`config.mk`:
```
export PLATFORM = sky130hd
export DESIGN_NAME = dstc_ctrl
export DESIGN_NICKNAME = d
export VERILOG_FILES = /design/src/rtl/dstc_pkg.sv /design/src/rtl/dstc_sync.sv /design/src/rtl/dstc_hold.sv /design/src/rtl/dstc_ctrl.sv
export VERILOG_INCLUDE_DIRS = /design/src /design/src/rtl
export SDC_FILE = /design/constraint.sdc
export NUM_CORES = 1
export LEC_CHECK = 0
export BUFFER_PORTS_ARGS = -buffer_cell sky130_fd_sc_hd__buf_2
export CAP_MARGIN = 20
export CORE_MARGIN = 10
export CORE_UTILIZATION = 28
export DETAILED_ROUTE_END_ITERATION = 7
export GPL_TIMING_DRIVEN = 0
export SETUP_SLACK_MARGIN = 0.02
export SLEW_MARGIN = 20
export SYNTH_ARGS = -nofsm -noshare
export SYNTH_HDL_FRONTEND = slang
export SYNTH_SLANG_ARGS = --single-unit
```
`constraint.sdc`:
```
create_clock -name sys_clk -period 3.55 [get_ports sys_clk]
set_input_delay 0.1775 -clock sys_clk [delete_from_list [all_inputs] [get_ports sys_clk]]
set_output_delay 0.1775 -clock sys_clk [all_outputs]
set_load 0.03 [all_outputs]
```
`src/rtl/dstc_map.svh`:
```
// Purpose: constants of the dual source transfer controller
// Assumes: rms and deviation in 0.1 V units, phase in 0.1 degree units
// Notes: switch inputs read high when the switch is ON
`ifndef DSTC_MAP_SVH
`define DSTC_MAP_SVH
`define DSTC_CLK_HZ 100000000
`define DSTC_TICK_US 1000
`define DSTC_TICK_CYCLES (`DSTC_CLK_HZ / 1000000 * `DSTC_TICK_US)
`define DSTC_MS_TO_TICKS(ms) ((ms) * 1000 / `DSTC_TICK_US)
`define DSTC_HOLD_MS 1000
`define DSTC_STABLE_MS 5000
`define DSTC_DEBOUNCE_MS 20
`define DSTC_ZC_WAIT_MS 20
`define DSTC_DELAY_SHORT_MS 10
`define DSTC_DELAY_LONG_MS 20
`define DSTC_VNOM_110 6'h3f
`define DSTC_VNOM_115 6'h15
`define DSTC_VNOM_120 6'h00
`define DSTC_V110_LO 12'h3de
`define DSTC_V110_HI 12'h4ba
`define DSTC_V115_LO 12'h40b
`define DSTC_V115_HI 12'h4f1
`define DSTC_V120_LO 12'h438
`define DSTC_V120_HI 12'h528
`define DSTC_INST_ERR_MAX 12'h0c8
`define DSTC_FREQ_50 3'h7
`define DSTC_FREQ_60 3'h0
`define DSTC_TOLSW_15 2'h0
`define DSTC_TOLSW_10 2'h1
`define DSTC_TOLSW_7P5 2'h3
`define DSTC_TOL_15 11'h096
`define DSTC_TOL_10 11'h064
`define DSTC_TOL_7P5 11'h04b
`define DSTC_DLYSW_LONG 4'hc
`define DSTC_DLYSW_SHORT 4'hf
`define DSTC_FB_OPEN 2'h0
`define DSTC_FB_FIRST 2'h2
`define DSTC_FB_SECOND 2'h1
`define DSTC_FB_ILLEGAL 2'h3
`endif

```
`src/rtl/dstc_pkg.sv`:
```
// Purpose: shared types of the dual source transfer controller
// Assumes: nothing
// Notes: state of the switch sequencer
package dstc_pkg;
  typedef enum logic [1:0] {
    DSTC_OPEN,
    DSTC_FEED_FIRST,
    DSTC_FEED_SECOND,
    DSTC_GAP
  } dstc_state_t;
endpackage : dstc_pkg

```
`src/rtl/dstc_sync.sv`:
```
// Purpose: three stage synchroniser for pin inputs
// Assumes: inputs asynchronous to sys_clk
// Notes: output changes only once stages two and three agree
`timescale 1ns/1ps
module dstc_sync #(
  parameter int WIDTH = 1
) (
  input wire logic sys_clk,
  input wire logic rst,
  input wire logic [WIDTH-1:0] pinIn,
  output logic [WIDTH-1:0] syncOut
);
  logic [WIDTH-1:0] stage1_reg;
  logic [WIDTH-1:0] stage2_reg;
  logic [WIDTH-1:0] stage3_reg;
  wire [WIDTH-1:0] syncNext;

  if (WIDTH < 1) begin : g_bad
    $error("dstc_sync: WIDTH must be at least 1");
  end

  assign syncNext = (stage2_reg & stage3_reg) |
                    (syncOut & (stage2_reg ^ stage3_reg));

  always_ff @(posedge sys_clk) begin
    if (rst) begin
      stage1_reg <= '0;
      stage2_reg <= '0;
      stage3_reg <= '0;
      syncOut <= '0;
    end else begin
      stage1_reg <= pinIn;
      stage2_reg <= stage1_reg;
      stage3_reg <= stage2_reg;
      syncOut <= syncNext;
    end
  end
endmodule : dstc_sync

```
`src/rtl/dstc_hold.sv`:
```
// Purpose: debounce of the priority button and press-and-hold timing
// Assumes: buttonLevel already synchronised, tick is a 1 ms pulse
// Notes: one pulse per press; the button must be released to rearm
`timescale 1ns/1ps
`include "dstc_map.svh"
module dstc_hold #(
  parameter int unsigned DEBOUNCE_TICKS = `DSTC_MS_TO_TICKS(`DSTC_DEBOUNCE_MS),
  parameter int unsigned HOLD_TICKS = `DSTC_MS_TO_TICKS(`DSTC_HOLD_MS)
) (
  input wire logic sys_clk,
  input wire logic rst,
  input wire logic tick,
  input wire logic buttonLevel,
  output logic holdPulse
);
  localparam int DEB_W = $clog2(DEBOUNCE_TICKS + 1);
  localparam int HOLD_W = $clog2(HOLD_TICKS + 1);
  logic debLevel_reg;
  logic [DEB_W-1:0] debCnt_reg;
  logic [HOLD_W-1:0] holdCnt_reg;
  logic fired_reg;
  wire debFlip;
  wire holdDone;

  if (DEBOUNCE_TICKS < 1 || HOLD_TICKS < 2) begin : g_bad
    $error("dstc_hold: debounce and hold counts too small");
  end

  // bounce restarts the count, so only a settled level flips
  assign debFlip = tick && debCnt_reg == DEB_W'(DEBOUNCE_TICKS - 1);
  assign holdDone = tick && !fired_reg &&
                    holdCnt_reg == HOLD_W'(HOLD_TICKS);

  always_ff @(posedge sys_clk) begin
    if (rst) begin
      debLevel_reg <= 1'b0;
      debCnt_reg <= '0;
    end else if (buttonLevel == debLevel_reg) begin
      debCnt_reg <= '0;
    end else if (debFlip) begin
      debLevel_reg <= buttonLevel;
      debCnt_reg <= '0;
    end else if (tick) begin
      debCnt_reg <= debCnt_reg + DEB_W'(1);
    end
  end

  always_ff @(posedge sys_clk) begin
    if (rst || !debLevel_reg) begin
      holdCnt_reg <= '0;
      fired_reg <= 1'b0;
      holdPulse <= 1'b0;
    end else begin
      holdPulse <= holdDone;
      if (holdDone) begin
        fired_reg <= 1'b1;
      end else if (tick && !fired_reg) begin
        holdCnt_reg <= holdCnt_reg + HOLD_W'(1);
      end
    end
  end
endmodule : dstc_hold

```
`src/rtl/dstc_ctrl.sv`:
```
// Purpose: transfer control of a two source single phase static switch
// Assumes: measurement logic on sys_clk supplies rms, deviation, phase
// Notes: switch, button and zero cross pins are synchronised here
`timescale 1ns/1ps
`include "dstc_map.svh"
module dstc_ctrl
  import dstc_pkg::*;
#(
  parameter int unsigned TICK_CYCLES = `DSTC_TICK_CYCLES,
  parameter int unsigned STABLE_TICKS = `DSTC_MS_TO_TICKS(`DSTC_STABLE_MS),
  parameter int unsigned HOLD_TICKS = `DSTC_MS_TO_TICKS(`DSTC_HOLD_MS),
  parameter int unsigned DEBOUNCE_TICKS =
    `DSTC_MS_TO_TICKS(`DSTC_DEBOUNCE_MS)
) (
  input wire logic sys_clk,
  input wire logic rst,
  input wire logic prioButton,
  input wire logic [5:0] voltSwitches,
  input wire logic [2:0] freqSwitches,
  input wire logic [1:0] phaseTolSwitches,
  input wire logic [3:0] delaySwitches,
  input wire logic [1:0] fallbackSwitches,
  input wire logic loadZeroCross,
  input wire logic [11:0] firstRms,
  input wire logic [11:0] firstInstErr,
  input wire logic [11:0] secondRms,
  input wire logic [11:0] secondInstErr,
  input wire logic [10:0] phaseDiff,
  output logic firstSwitchOn,
  output logic secondSwitchOn,
  output logic firstPriorityLed,
  output logic secondPriorityLed,
  output logic firstInTol,
  output logic secondInTol,
  output logic sourcesInSync,
  output logic mains50Hz,
  output logic configFault
);
  localparam int TICK_W = $clog2(TICK_CYCLES);
  localparam int STB_W = $clog2(STABLE_TICKS + 1);
  localparam logic [4:0] DLY_SHORT =
    5'(`DSTC_MS_TO_TICKS(`DSTC_DELAY_SHORT_MS));
  localparam logic [4:0] DLY_LONG = 5'(`DSTC_MS_TO_TICKS(`DSTC_DELAY_LONG_MS));
  localparam logic [4:0] ZC_WAIT = 5'(`DSTC_MS_TO_TICKS(`DSTC_ZC_WAIT_MS));

  if (TICK_CYCLES < 2 || STABLE_TICKS < 1 || STABLE_TICKS > 65535)
  begin : g_bad
    $error("dstc_ctrl: tick or stable count out of range");
  end

  // synchronised pins
  wire [18:0] pinSync;
  wire buttonSync;
  wire zeroSync;
  wire [5:0] voltSel;
  wire [2:0] freqSel;
  wire [1:0] tolSel;
  wire [3:0] dlySel;
  wire [1:0] fbSel;
  wire holdPulse;

  dstc_sync #(.WIDTH(19)) u_sync (
    .sys_clk(sys_clk),
    .rst(rst),
    .pinIn({prioButton, loadZeroCross, voltSwitches, freqSwitches,
            phaseTolSwitches, delaySwitches, fallbackSwitches}),
    .syncOut(pinSync)
  );
  assign {buttonSync, zeroSync, voltSel, freqSel, tolSel, dlySel, fbSel} =
    pinSync;

  // 1 ms enable
  logic [TICK_W-1:0] tickCnt_reg;
  logic tick_reg;
  always_ff @(posedge sys_clk) begin
    if (rst || tickCnt_reg == TICK_W'(TICK_CYCLES - 1)) begin
      tickCnt_reg <= '0;
    end else begin
      tickCnt_reg <= tickCnt_reg + TICK_W'(1);
    end
  end
  always_ff @(posedge sys_clk) begin
    tick_reg <= !rst && tickCnt_reg == TICK_W'(TICK_CYCLES - 1);
  end

  dstc_hold #(
    .DEBOUNCE_TICKS(DEBOUNCE_TICKS),
    .HOLD_TICKS(HOLD_TICKS)
  ) u_hold (
    .sys_clk(sys_clk),
    .rst(rst),
    .tick(tick_reg),
    .buttonLevel(buttonSync),
    .holdPulse(holdPulse)
  );

  // configuration decode; unknown patterns fall back to a safe value
  wire volt110 = voltSel == `DSTC_VNOM_110;
  wire volt115 = voltSel == `DSTC_VNOM_115;
  wire volt120 = voltSel == `DSTC_VNOM_120;
  wire [11:0] vLo = volt110 ? `DSTC_V110_LO :
                    volt115 ? `DSTC_V115_LO : `DSTC_V120_LO;
  wire [11:0] vHi = volt110 ? `DSTC_V110_HI :
                    volt115 ? `DSTC_V115_HI : `DSTC_V120_HI;
  wire freq50 = freqSel == `DSTC_FREQ_50;
  wire freq60 = freqSel == `DSTC_FREQ_60;
  // tolerance is in degrees, so the same figure serves 60 Hz as well
  wire [10:0] phaseTol = tolSel == `DSTC_TOLSW_15 ? `DSTC_TOL_15 :
                         tolSel == `DSTC_TOLSW_7P5 ? `DSTC_TOL_7P5 :
                         `DSTC_TOL_10;
  wire tolBad = !(tolSel == `DSTC_TOLSW_15 || tolSel == `DSTC_TOLSW_10 ||
                  tolSel == `DSTC_TOLSW_7P5);
  wire dlyZero = dlySel[3:2] == 2'h0;
  wire [4:0] oosTicks = dlyZero ? 5'h00 :
                        dlySel == `DSTC_DLYSW_LONG ? DLY_LONG :
                        DLY_SHORT;
  wire fbIllegal = fbSel == `DSTC_FB_ILLEGAL;
  wire fbFirst = fbSel == `DSTC_FB_FIRST;
  wire fbSecond = fbSel == `DSTC_FB_SECOND;
  wire cfgBad = !(volt110 || volt115 || volt120) || !(freq50 || freq60) ||
                tolBad || fbIllegal;

  // per source acceptance window and stability timer
  wire [11:0] srcRms [2];
  wire [11:0] srcErr [2];
  wire [1:0] inWin;
  wire [1:0] stableGood;
  logic [STB_W-1:0] stableCnt_reg [2];
  logic [1:0] inTol_reg;
  assign srcRms[0] = firstRms;
  assign srcRms[1] = secondRms;
  assign srcErr[0] = firstInstErr;
  assign srcErr[1] = secondInstErr;

  for (genvar s = 0; s < 2; s++) begin : g_src
    assign inWin[s] = srcRms[s] >= vLo && srcRms[s] <= vHi &&
                      srcErr[s] <= `DSTC_INST_ERR_MAX;
    assign stableGood[s] = stableCnt_reg[s] == STB_W'(STABLE_TICKS);
    always_ff @(posedge sys_clk) begin
      if (rst || !inWin[s]) begin
        stableCnt_reg[s] <= '0;
      end else if (tick_reg && !stableGood[s]) begin
        stableCnt_reg[s] <= stableCnt_reg[s] + STB_W'(1);
      end
    end
    always_ff @(posedge sys_clk) begin
      inTol_reg[s] <= !rst && inWin[s];
    end
  end

  wire syncOk = phaseDiff < phaseTol;

  // priority selection
  logic prioFirst_reg;
  always_ff @(posedge sys_clk) begin
    if (rst) begin
      prioFirst_reg <= 1'b1;
    end else if (holdPulse) begin
      prioFirst_reg <= !prioFirst_reg;
    end
  end

  // switch sequencer
  dstc_state_t state_reg;
  dstc_state_t state_next;
  logic target_reg;
  logic target_next;
  logic [4:0] gap_reg;
  logic [4:0] gap_next;
  logic [4:0] zcWait_reg;

  wire activeFirst = state_reg == DSTC_FEED_FIRST;
  wire feeding = activeFirst || state_reg == DSTC_FEED_SECOND;
  wire activeOk = activeFirst ? inWin[0] : inWin[1];
  wire otherOk = activeFirst ? inWin[1] : inWin[0];
  wire prioOk = prioFirst_reg ? inWin[0] : inWin[1];
  wire prioStable = prioFirst_reg ? stableGood[0] : stableGood[1];
  wire onPrio = feeding && activeFirst == prioFirst_reg;
  wire retReady = feeding && !onPrio && prioStable && &inWin &&
                  syncOk;
  // without a zero cross in time, transfer anyway rather than stay
  wire zcGo = zeroSync || zcWait_reg >= ZC_WAIT;
  wire fbOther = activeFirst ? fbSecond : fbFirst;
  wire fbOpen = fbIllegal || fbSel == `DSTC_FB_OPEN;

  always_ff @(posedge sys_clk) begin
    if (rst || !retReady) begin
      zcWait_reg <= '0;
    end else if (tick_reg && zcWait_reg < ZC_WAIT) begin
      zcWait_reg <= zcWait_reg + 5'h01;
    end
  end

  always_comb begin
    state_next = state_reg;
    target_next = target_reg;
    gap_next = gap_reg;
    case (state_reg)
      DSTC_OPEN: begin
        if (prioOk) begin
          state_next = DSTC_GAP;
          target_next = prioFirst_reg;
          gap_next = 5'h00;
        end else if (|inWin) begin
          state_next = DSTC_GAP;
          target_next = !prioFirst_reg;
          gap_next = 5'h00;
        end else if (fbFirst || fbSecond) begin
          state_next = DSTC_GAP;
          target_next = fbFirst;
          gap_next = 5'h00;
        end
      end
      DSTC_FEED_FIRST, DSTC_FEED_SECOND: begin
        if (!activeOk && otherOk) begin
          state_next = DSTC_GAP;
          target_next = !activeFirst;
          gap_next = syncOk ? 5'h00 : oosTicks;
        end else if (!activeOk && fbOpen) begin
          state_next = DSTC_OPEN;
        end else if (!activeOk && fbOther) begin
          state_next = DSTC_GAP;
          target_next = !activeFirst;
          gap_next = 5'h00;
        end else if (activeOk && retReady && zcGo) begin
          state_next = DSTC_GAP;
          target_next = prioFirst_reg;
          gap_next = 5'h00;
        end
      end
      DSTC_GAP: begin
        // both switches are open for at least this one cycle
        if (gap_reg == 5'h00) begin
          state_next = target_reg ? DSTC_FEED_FIRST : DSTC_FEED_SECOND;
        end else if (tick_reg) begin
          gap_next = gap_reg - 5'h01;
        end
      end
      default: begin
        state_next = DSTC_OPEN;
      end
    endcase
  end

  always_ff @(posedge sys_clk) begin
    if (rst) begin
      state_reg <= DSTC_OPEN;
      target_reg <= 1'b1;
      gap_reg <= 5'h00;
    end else begin
      state_reg <= state_next;
      target_reg <= target_next;
      gap_reg <= gap_next;
    end
  end

  // outputs, all from flip-flops
  always_ff @(posedge sys_clk) begin
    if (rst) begin
      firstSwitchOn <= 1'b0;
      secondSwitchOn <= 1'b0;
      firstPriorityLed <= 1'b1;
      secondPriorityLed <= 1'b0;
      sourcesInSync <= 1'b0;
      mains50Hz <= 1'b1;
      configFault <= 1'b0;
    end else begin
      firstSwitchOn <= state_next == DSTC_FEED_FIRST;
      secondSwitchOn <= state_next == DSTC_FEED_SECOND;
      firstPriorityLed <= prioFirst_reg ^ holdPulse;
      secondPriorityLed <= !(prioFirst_reg ^ holdPulse);
      sourcesInSync <= syncOk;
      mains50Hz <= !freq60;
      configFault <= cfgBad;
    end
  end
  assign firstInTol = inTol_reg[0];
  assign secondInTol = inTol_reg[1];
endmodule : dstc_ctrl

```
==> results of run 1 <==
## stage by stage
stage	hold WS [ps]	std cells	total power, mW
5_1_grt	299	1339	4.35
3_3_place_gp	391	1270	2.34
6_report	289	1339	4.16
3_5_place_dp	389	1270	2.35
4_1_cts	232	1329	4.18
2_1_floorplan	306	811	2.22
## worst min path at each step
stage | start | endpoint | depth (start not counted)
2_1_floorplan | fallbackSwitches[0] | u_sync.stage1_reg[0]$_SDFF_PP0_ | 1
3_3_place_gp | fallbackSwitches[0] | u_sync.stage1_reg[0]$_SDFF_PP0_ | 2
3_5_place_dp | delaySwitches[0] | u_sync.stage1_reg[2]$_SDFF_PP0_ | 2
4_1_cts | firstInstErr[6] | firstInTol$_DFF_P_ | 4
5_1_grt | firstInstErr[6] | firstInTol$_DFF_P_ | 4
6_report | firstInstErr[6] | firstInTol$_DFF_P_ | 4
## power by group
group	leakage, nW	internal (mW)	switching (mW)
logic	2.17	0.216	0.238
clock network	0.280	0.991	0.798
registers	1.42	1.90	0.0257
## critical path: stages (launching register included)
cell      delay [ps]
dfxtp_2          340
or3_4            410
nor2_4           140
buf_6            120
inv_1             70
ha_4             220
a31o_2           200
a22oi_2          130
o211ai_1         110
a221o_1          420
buf_6            160
and2b_2          210
o221a_4          200
o31ai_4           80
buf_4            140
or3_4            320
a21oi_2          130
## cells in the mapped netlist, drive strengths merged (5+ instances only)
master	number	area [um^2]
nor2b	65	407
nand4	12	75.1
nor3	17	85.1
nor4	5	31.3
and3	8	50.1
xnor2	23	201
nand2b	9	56.3
o21ai	12	60.1
edfxtp	26	781
clkbuf	15	57.6
o31ai	5	51.3
or3	6	38.8
buf	5	33.8
xor2	34	298
ha	80	1000
o211ai	5	37.5
nor2	116	435
a21o	6	45.0
nand2	44	165
inv	38	143
dfxtp	135	2700
a21oi	44	220
a211o	6	53.8
nand3	43	220
## cell type report
cell class	count	area [um^2]
clock inverter	13	144
buffer	20	95.1
inverter	38	146
sequential	161	3490
timing repair buffer	125	777
multi-input combinational	592	4190
clock buffer	18	429
fill	2738	17400
tap	372	465
## routing by layer
metal	global-route usage	up-vias	share of wire
li1	-	3105	-
met3	0.0223	17	0.028
met1	0.125	2717	0.46
met5	0	-	0
met2	0.166	69	0.49
met4	0.0342	0	0.015
## cells by family after synthesis
group	share of synthesized area
compound gates	0.0928
xor+xnor	0.0645
fa+ha+maj	0.129
buf+inv	0.0302
flops	0.450
mux	0.00533
simple gates	0.228
## what timing repair did
action / CTS / global route
resized for setup: 18 / 28
gates cloned: 0 / 1
hold endpoints to repair: 19 / 0
buffers inserted: 9 / 12
endpoints found under the setup margin: 66 / 46
hold buffers: 19 / 0
pin swaps: 6 / 11
==> metrics list, run 1 <==
- I/O pin count: 89
- DRT Pass-1 Iters: 5
- Data on the critical path arrives at its endpoint at 3850 ps.
* Worst ir drop on vdd: 0.000320 V
- GRT Total Usage: 0.0999
- Number of vias per cell: around 4.4
* Worst flop-to-flop path startpoint: u_sync.syncOut[16]$_SDFF_PP0_
- Final HPWL from detailed placement: 12400 um
- The synthesized netlist occupies a cell area of about 7700 um^2.
- Capture point of the critical path: gap_reg[0]$_SDFFE_PP0P_
- Synthesized instance count: 811
- Per-cell routed wire length: 12.3 um
- Vias in the first global route: around 5.9k
- Buffers placed on the I/O ports in this run total 87.
- Measured along the y axis, the die boundary spans 186 um.
- After routing, the total negative slack on setup checks comes to 0 ps.
- Counting along the longest clock path gives a buffer depth of 2.
- Total wire length: 16500 um
- Counting distinct cell types in the post-synthesis netlist gives 63.
- Post-placement worst setup slack: -625 ps
- Post-DP Area: 8640 um^2
- Number of antenna violations at the first check in global routing: 0
- Violation count after the first detailed-route iteration: approximately 250
- Buffers inserted during clock tree synthesis total 17.
- Worst Setup End Kind: flop
* DRC violations left: 0
- By startpoint and endpoint, the worst setup path is classified as reg2reg.
- Clock Sink Count: about 160
- The total overflow left after global routing is 0.
- Async set-or-reset flop fraction in the synthesized netlist: 0
* Worst slew margin: 0.601
- Synthesis inferred 161 register bits.
- Required time of the critical path: just under 4000 ps
* Number of endpoints with negative hold slack in the final report: 0
- Via count: approximately 5.9k
- Most frequent standard cell in the layout excluding fill and tap cells: dfxtp_1
- Inserted Diodes: 0
- Of the cells placed in the final design, the portion with a size suffix greater than 1 is 0.194.
- Measured slew at the worst slew-check pin: 593 ps
- CTS tree: built
* Initial Utilization: 0.286
- Setup violations remaining at the end of the flow were counted as 0.
* Largest register FFs: 26
* Clock input transition at the sequential cells of the worst setup and hold paths: 70 ps
* RSZ-0062 raised after global routing: true
- The die covers 34700 um^2.
- The initialized floorplan defines 60 standard-cell rows.
- Mapped Nets: 971
- Clk_lat worst skew: 430 ps
* Startpoint type of the worst setup path: flop
* Count of cells along the worst register-to-register path: 16
- The first global-routing pass estimated 28200 um of wire.
* Number of nets at the end of the flow: approximately 1.1k
* Number of synthesized flops with an enable pin: 26
* H-tree Lvls: 4
- Entering global routing, the biggest net connects 17 pins.
- Fraction of the core area covered by cells at the end of the flow: 0.359
- The most critical setup path has its startpoint at u_sync.syncOut[16]$_SDFF_PP0_.
- Clock tree synthesis selected as its root buffer the cell clkbuf_16.
- Summed over all cells, the static leakage comes to 3.87 nW.
- In this run the horizontal extent of the chip is 186 um.
- The count of nets left with antenna violations once routing finished came out at 0.
- Setup slack on the worst flop-to-flop path: 70 ps
* Area growth syn-to-layout: 25.8%
- Of the synthesized area, sequential elements account for 0.450.
* Final instance area: 9740 um^2
- HP Class: in2reg
* Maximum operating frequency: roughly 290 MHz
- The most used flip-flop cell after synthesis is dfxtp_1.
* Outcome: finished, final reports clean
- Max-cap violations in this run came to 0.
* Worst Clk Skew: approximately 7.8 ps
* Endpoint of the worst-slack reg-to-reg timing path: gap_reg[0]$_SDFFE_PP0P_
- Power density of the placed cells: 428 nW/um^2
- Setup slack closes at 68.8 ps.
* Placeable core region: 27100 um^2
- For the finished layout, the period the worst path requires is approximately 3500 ps.
* Critical Path Fanout Max: 5
* Placer Congestion: 0.829
- Average footprint of a synthesized cell: 9.54 um^2
* Final Max Tran Viols: 0
- In the finished design, the share of the clock period the worst path needs comes to 0.981.
- In the layout the commonest cells are dfxtp_1, nor2_1, buf_2.
* Count of yosys warnings during synthesis: 0
No activity file was read; power rests on OpenSTA's default activity.
==> inputs of run 2 (changes only) <==
Settings changed: RECOVER_POWER from default to 25.
==> run 2 against run 1 <==
Compared with the run above:
- largest cell class unchanged
- register-to-register slack about the same
- sequential share of layout area about the same
- count of clock-buffer cells in the layout unchanged
- core utilization hardly changed
- final area about the same
- global-route usage stayed put
- maximum frequency barely moved
==> metrics list, run 2 (synthesis gave the netlist of run 1 again) <==
- Outcome: finished, final reports clean
- Final cell count without fillers: 1339 (unchanged)
- Placer Congestion: 0.829 (unchanged)
- The highest clock frequency the design can meet came to 287 MHz (about the same).
- The worst setup path is launched from a flop.
- The global-route wire length before repair is 28200 um (unchanged).
- Total wire length: 16500 um (unchanged)
* Arrival @ worst endpoint: 3840 ps (about the same)
- The number of buffers created by CTS is 17 (unchanged).
- Most frequent standard cell in the layout excluding fill and tap cells: dfxtp_1
- The number of standard-cell rows in the floorplan is 60 (unchanged).
* Final instance area: 9730 um^2 (about the same)
- Global routing usage on met3: 0.0223 (unchanged)
- The met1 routing resource usage after global routing is 0.125 (unchanged).
- Area growth syn-to-layout: 25.7% (about the same)
- The clock edge transition at the registers on the reported setup and hold paths is 70 ps (about the same).
* CTS tree: built
* Worst ir drop on vdd: 0.000319 V (-0.39%)
- The level count of the clock H-tree is 4 (unchanged).
- The area of the multi-input gates came to 4190 um^2 (unchanged).
- Number of filler cells placed in the layout: 2738 (unchanged)
* Worst flop-to-flop path startpoint: u_sync.syncOut[16]$_SDFF_PP0_
- HP Class: in2reg
- Measured slew at the worst slew-check pin: 593 ps (-0.000477 ps)
- Worst Setup End Kind: flop
* Setup slack on the worst flop-to-flop path: 70 ps (about the same)
- Overflow left after global routing: 0 (unchanged)
- The half-perimeter wire length of the detailed placement result was 12400 um (unchanged).
- The total number of vias is 5886 (-0.37%).
* Post-DP Area: 8640 um^2 (unchanged)
- The initial antenna violation count was 0 (unchanged).
- The post-route setup TNS was 0 ps (unchanged).
- The post-place setup slack is -625 ps (unchanged).
- Root Buffer Master: clkbuf_16
* Number of nets with antenna violations after routing: 0 (unchanged)
* DRC violations left: 0 (unchanged)
* Number of buffers and inverters on the critical path: 4 (unchanged)
* Fraction of the core area covered by cells at the end of the flow: 0.359 (about the same)
- The floorplan die height came to 186 um (unchanged).
- The register area came to 3490 um^2 (unchanged).
- Number of maximum-capacitance constraint violations: 0 (unchanged)
* Endpoint of the worst-slack reg-to-reg timing path: gap_reg[0]$_SDFFE_PP0P_
* Per-cell routed wire length: 12.3 um (unchanged)
- Inserted Diodes: 0 (unchanged)
- The share of the cycle needed by the critical path after routing is 0.981 (about the same).
- RSZ-0062 raised after global routing: true
- The clock latency on the worst-skew pair is 430 ps (about the same).
* Initial Utilization: 0.286 (unchanged)
* Final Max Tran Viols: 0 (unchanged)
* GRT Total Usage: 0.0999 (unchanged)
* Worst hold slack: 285 ps (-3.90 ps)
* Violation count after the first detailed-route iteration: 249 (+1.2%)
- Broken down by cell family, the worst path's largest delay share belongs to compound AO/OA/AOI/OAI gates.
- Number of failing setup endpoints in the final timing report: 0 (unchanged)
* DRT Pass-1 Iters: 4 (-1)
- Worst slew margin: 0.601 (about the same)
- The number of global-route vias before repair is 5862 (unchanged).
- The number of flip-flops under the largest register name is 26 (unchanged).
* I/O pin count: 89 (unchanged)
- Leakage power total: 3.87 nW (-0.19%)
* Layout cell share with drive strength beyond 1: 0.191 (-0.00310)
- The data required time of the critical path came to 3910 ps (about the same).
* Post-route minimum period: 3480 ps (-0.249 ps)
- The CTS sink count came to 161 (unchanged).
- Worst Clk Skew: 8.47 ps (+0.707 ps)
- GRT busiest layer: met2
- The library cells used most frequently in the layout, excluding fill and tap cells, are dfxtp_1, nor2_1, buf_2.
- Die ar.: 34700 um^2 (unchanged)
- Max incr delay on CP: 420 ps (about the same)
- Final total power: 4.16 mW (about the same)
- Capture point of the critical path: gap_reg[0]$_SDFFE_PP0P_
- The final number of hold-violating endpoints was 0 (unchanged).
- Post-placement cell count: 1270 (unchanged)
- Critical path launch point: u_sync.syncOut[16]$_SDFF_PP0_
* Longest Clk Path Bufs: 2 (unchanged)
- Met2 routing resource usage after global routing: 0.166 (unchanged)
* Critical Path Fanout Max: 5 (unchanged)
- The largest net degree at the start of global routing came to 17 (unchanged).
- The final net count was 1115 (unchanged).
- The count of port buffers added during placement was 87 (unchanged).
- Worst-path cell chain: or3_4, nor2_4, buf_6, inv_1, ha_4, a31o_2, a22oi_2, o211ai_1, a221o_1, buf_6, and2b_2, o221a_4, o31ai_4, buf_4, or3_4, a21oi_2
* Slowest-stage cell, CP: a221o_1
* Number of vias per cell: 4.40 (-0.37%)
- Power density of the placed cells: 428 nW/um^2 (about the same)
* Placeable core region: 27100 um^2 (unchanged)
- The setup path with the least slack is of type reg2reg.
- The worst setup margin came to 69.0 ps (+0.249 ps).
* Number of logic stages on the critical path including buffering: 16 (unchanged)
- The length in cells of the worst reg-to-reg path is 16 (unchanged).
* Die span in x: 186 um (unchanged)
[run 2: worst min-delay path: stages]
cell     delay, ps
buf_2           70
a31oi_1        190
nand3_1        100
nor2_1         100
[run 2: report_power, final]
group / switching [mW] / internal, mW / leakage, nW
Sequential: 0.0256 / 1.90 / 1.42
Combinational: 0.238 / 0.216 / 2.16
Clock: 0.798 / 0.991 / 0.280
Total: 1.06 / 3.10 / 3.87
[run 2: final cells by class]
| class | instances | share of cell area |
|---|---|---|
| Timing Repair Buffer | 125 | 0.0796 |
| Multi-Input combinational cell | 592 | 0.430 |
| Buffer | 20 | 0.00939 |
| Sequential cell | 161 | 0.359 |
| Tap cell | 372 | 0.0478 |
| Inverter | 38 | 0.0150 |
| Clock inverter | 13 | 0.0148 |
| Clock buffer | 18 | 0.0441 |
[run 2: worst min-delay path by stage]
stage          slack (ps)  cells after the start                               to                 from
4_1_cts               230                      4               firstInTol$_DFF_P_      firstInstErr[6]
3_5_place_dp          390                      2  u_sync.stage1_reg[2]$_SDFF_PP0_     delaySwitches[0]
6_report              280                      4               firstInTol$_DFF_P_      firstInstErr[6]
2_1_floorplan         310                      1  u_sync.stage1_reg[0]$_SDFF_PP0_  fallbackSwitches[0]
5_1_grt               300                      4               firstInTol$_DFF_P_      firstInstErr[6]
3_3_place_gp          390                      2  u_sync.stage1_reg[0]$_SDFF_PP0_  fallbackSwitches[0]
[run 2: per-layer routing]
metal  vias up  share of wire
li1       3104              -
met1      2707           0.46
met2        61           0.50
met3        14          0.026
met4         0          0.014
met5         -              0
[run 2: repair_timing]
item / in CTS / in global routing
resized for setup: 18 / 28
setup buffers: 9 / 12
endpoints found under the hold margin: 19 / 0
hold buffers: 19 / 0
pin swaps: 6 / 11
endpoints found under the setup margin: 66 / 46
cloned: 0 / 1
==> inputs of run 3 (changes only) <==
Settings changed: BUFFER_PORTS_ARGS -buffer_cell sky130_fd_sc_hd__buf_2 to default, CORE_ASPECT_RATIO from default to 1.2, CORE_MARGIN 10 to 2, DONT_BUFFER_PORTS from default to 1.
==> run 3 against run 2 <==
Compared with the run above:
- power fell by 0.80%
- via count is 3.5% lower
- sequential share of layout area rose by 1.4 points
- wire length decreased by 4.5%
- core utilization decreased by 1.4 points
- sequential power about the same
- critical path type unchanged
==> metrics list, run 3 (synthesis gave the netlist of run 1 again) <==
- In the layout the commonest cells are dfxtp_1, nor2_1, ha_1.
- Post-route minimum period: 3490 ps (+7.83 ps)
- The overall power is 4.13 mW (-0.80%).
- The worst setup path is launched from a flop.
- Root Buffer Master: clkbuf_16
* H-tree Lvls: 4 (unchanged)
- The global routing usage on met2 came to 0.206 (+0.0399).
- Clock input transition at the sequential cells of the worst setup and hold paths: 60 ps (about the same)
- The post-placement cell area is 8170 um^2 (-5.5%).
* HP Class: in2reg
- The initial DRC count is 239 (-4.0%).
- Final instance area: 9380 um^2 (-3.7%)
- Critical Path Fanout Max: 6 (+1)
- Maximum operating frequency: 287 MHz (-0.22%)
- The filler cell count in the final layout came to 2700 (-1.4%).
- The number of standard-cell rows in the floorplan is 66 (+10%).
- The length in cells of the worst reg-to-reg path was 16 (unchanged).
* Setup TNS: 0 ps (unchanged)
* Sequential cell fraction of total power: 0.470 (+0.009)
- The half-perimeter wire length of the detailed placement result is 11700 um (-5.8%).
- The data arrival at the endpoint of the critical path is 3850 ps (about the same).
* Endpoint of the worst-slack reg-to-reg timing path: gap_reg[0]$_SDFFE_PP0P_
- Number of failing setup endpoints in the final timing report: 0 (unchanged)
- The length of the first detailed-routing pass in iterations came to 4 (unchanged).
- Area growth syn-to-layout: 21.1%
- Die ar.: 29000 um^2 (-16%)
* Total wire length: 15800 um (-4.5%)
- The residual overflow from global routing came to 0 (unchanged).
- Leaving out fill and tap cells, the most frequent cell in the layout is dfxtp_1.
* Global routing usage on met3: 0.0215 (-0.000765)
- Clk_lat worst skew: 430 ps (about the same)
- The count of unresolved DRC violations after routing is 0 (unchanged).
- After global routing, the most crowded layer is met2.
- Hold Path Cell Cnt: 4 (unchanged)
- The worst setup path is captured at a flop.
- The routability-driven placement congestion ratio came to 0.795 (-4.1%).
- I/O pin count: 89 (unchanged)
- The global-route wire length before repair is 26100 um (-7.4%).
* Die span in x: 156 um (-16%)
* Initial Utilization: 0.285 (-0.000710)
- Met1 Resource Use GR: 0.128 (+0.00287)
- Critical Setup Path Class: reg2reg
- The floorplan core area was 27200 um^2 (+0.25%).
* Hold-critical path endpoint: firstInTol$_DFF_P_
- The average routed wire per standard cell was 12.9 um (+4.6%).
- Number of nets with antenna violations after routing: 0 (unchanged)
* Part of the power in the clock network: 0.440 (+0.010)
- Longest Clk Path Bufs: 2 (unchanged)
* Outcome: finished, final reports clean
- Worst Clk Skew: 13.5 ps (+5.00 ps)
- The CTS sink count is 161 (unchanged).
- The number of buffers created by CTS is 17 (unchanged).
- TritonCTS built the clock tree.
- The final antenna diode count is 0 (unchanged).
- The total number of vias came to 5679 (-3.5%).
* Setup slack on the worst flop-to-flop path: 60 ps (about the same)
- Worst ir drop on vdd: 0.000349 V (+9.3%)
- Number of maximum-capacitance constraint violations: 0 (unchanged)
* Worst flop-to-flop path startpoint: u_sync.syncOut[11]$_SDFF_PP0_
* Maximum number of pins on one net before global-route repair: 17 (unchanged)
- The worst hold path begins at firstRms[11].
- The share of final-layout standard cells stronger than drive strength 1 came to 0.122 (-0.0689).
- RSZ-0062 raised after global routing: true
- The floorplan die height was 186 um (about the same).
* Number of vias per cell: 4.65 (+5.7%)
- The combinational group share of total power is 0.091 (-0.018).
- The standby leakage power was 3.55 nW (-8.2%).
- Switch Pwr: 1.03 mW (-2.9%)
- Final Max Tran Viols: 0 (unchanged)
- The data required time of the critical path is 3910 ps (about the same).
- Number of antenna violations at the first check in global routing: 0 (unchanged)
* Worst slew margin: 0.543 (-0.0582)
- The total power density per cell area came to 441 nW/um^2 (+3.0%).
* Largest register FFs: 26 (unchanged)
* Measured slew at the worst slew-check pin: 679 ps (+85.6 ps)
- The internal power was 3.10 mW (about the same).
- Vias in the first global route: 5515 (-5.9%)
- Number of endpoints with negative hold slack in the final report: 0 (unchanged)
* Switching Fraction: 0.250 (-0.00534)
- Port Buffers: 0 (-100%)
- The final net count came to 1029 (-7.7%).
* GRT Total Usage: 0.112 (+0.0121)
- The share of the cycle needed by the critical path after routing came to 0.983 (+0.00221).
## run 3: changes by cell type in the layout (fill, tap and decap cells not counted), moves of 3 or more
| cell | delta |
|---|---|
| buf_2 | -86 |
| clkinv_4 | +4 |
| clkbuf_1 | -3 |
| inv_6 | -3 |
## run 3: cell type report
cell class | instances | area, um^2 | share of cell area
clock inverters | 13 | 146 | 0.0156
plain buffers | 20 | 91.3 | 0.00974
inverters | 38 | 153 | 0.0163
clock buffers | 19 | 453 | 0.0483
repair buffers | 39 | 380 | 0.0406
flip-flops and latches | 161 | 3500 | 0.373
well taps | 340 | 425 | 0.0454
multi-input cells | 592 | 4230 | 0.451
## run 3: worst max-delay path by stage
stage / depth (start not counted) / endpoint / start / slack (ps)
after detailed placement: 13 / gap_reg[0]$_SDFFE_PP0P_ / u_sync.syncOut[12]$_SDFF_PP0_ / -610
after global placement: 13 / gap_reg[0]$_SDFFE_PP0P_ / u_sync.syncOut[12]$_SDFF_PP0_ / -580
final: 16 / gap_reg[0]$_SDFFE_PP0P_ / u_sync.syncOut[11]$_SDFF_PP0_ / 60
after floorplan: 15 / gap_reg[0]$_SDFFE_PP0P_ / u_sync.syncOut[12]$_SDFF_PP0_ / 210
after CTS: 16 / gap_reg[0]$_SDFFE_PP0P_ / u_sync.syncOut[14]$_SDFF_PP0_ / 30
after global routing: 16 / gap_reg[0]$_SDFFE_PP0P_ / u_sync.syncOut[11]$_SDFF_PP0_ / -80
## run 3: timing repair
| item | CTS | global route |
|---|---|---|
| endpoints found under the hold margin | 19 | 0 |
| gates resized for setup | 24 | 32 |
| pin swaps | 9 | 19 |
| hold buffers | 19 | 0 |
| setup endpoints to repair | 65 | 46 |
| gates cloned | 1 | 0 |
| buffers inserted | 13 | 7 |
## run 3: power by group through the flow
| stage | sequential (mW) | clock [mW] | combinational (mW) |
|---|---|---|---|
| floorplan | 1.97 | 0 | 0.245 |
| global placement | 1.98 | 0 | 0.302 |
| detailed placement | 1.99 | 0 | 0.309 |
| CTS | 1.94 | 1.86 | 0.362 |
| global route | 1.95 | 1.95 | 0.419 |
| finish | 1.94 | 1.82 | 0.374 |
## run 3: metrics by stage
stage	setup slack [ps]	std cells	util	hold slack, ps
global placement	-582	1151	0.301	309
CTS	28.7	1216	0.337	165
global route	-82.2	1222	0.345	237
finish	61.2	1222	0.345	204
detailed placement	-609	1151	0.301	311
floorplan	210	811	-	306
## run 3: worst max-delay path, stage by stage, from the launching register on
cell	delay, ps
dfxtp_4	370
nand3_4	110
nor2_4	180
clkinvlp_4	180
buf_12	170
ha_4	260
nand4b_1	140
nor3_2	240
a21oi_2	80
a221o_1	410
buf_6	170
and2b_2	210
o221a_4	210
o31ai_4	80
buf_4	150
or3_4	320
a21oi_2	130
## run 3: per-layer routing
layer / share of wire / vias to the layer above
li1: - / 2928
met3: 0.026 / 20
met5: 0 / -
met4: 0.021 / 0
met2: 0.51 / 89
met1: 0.44 / 2642
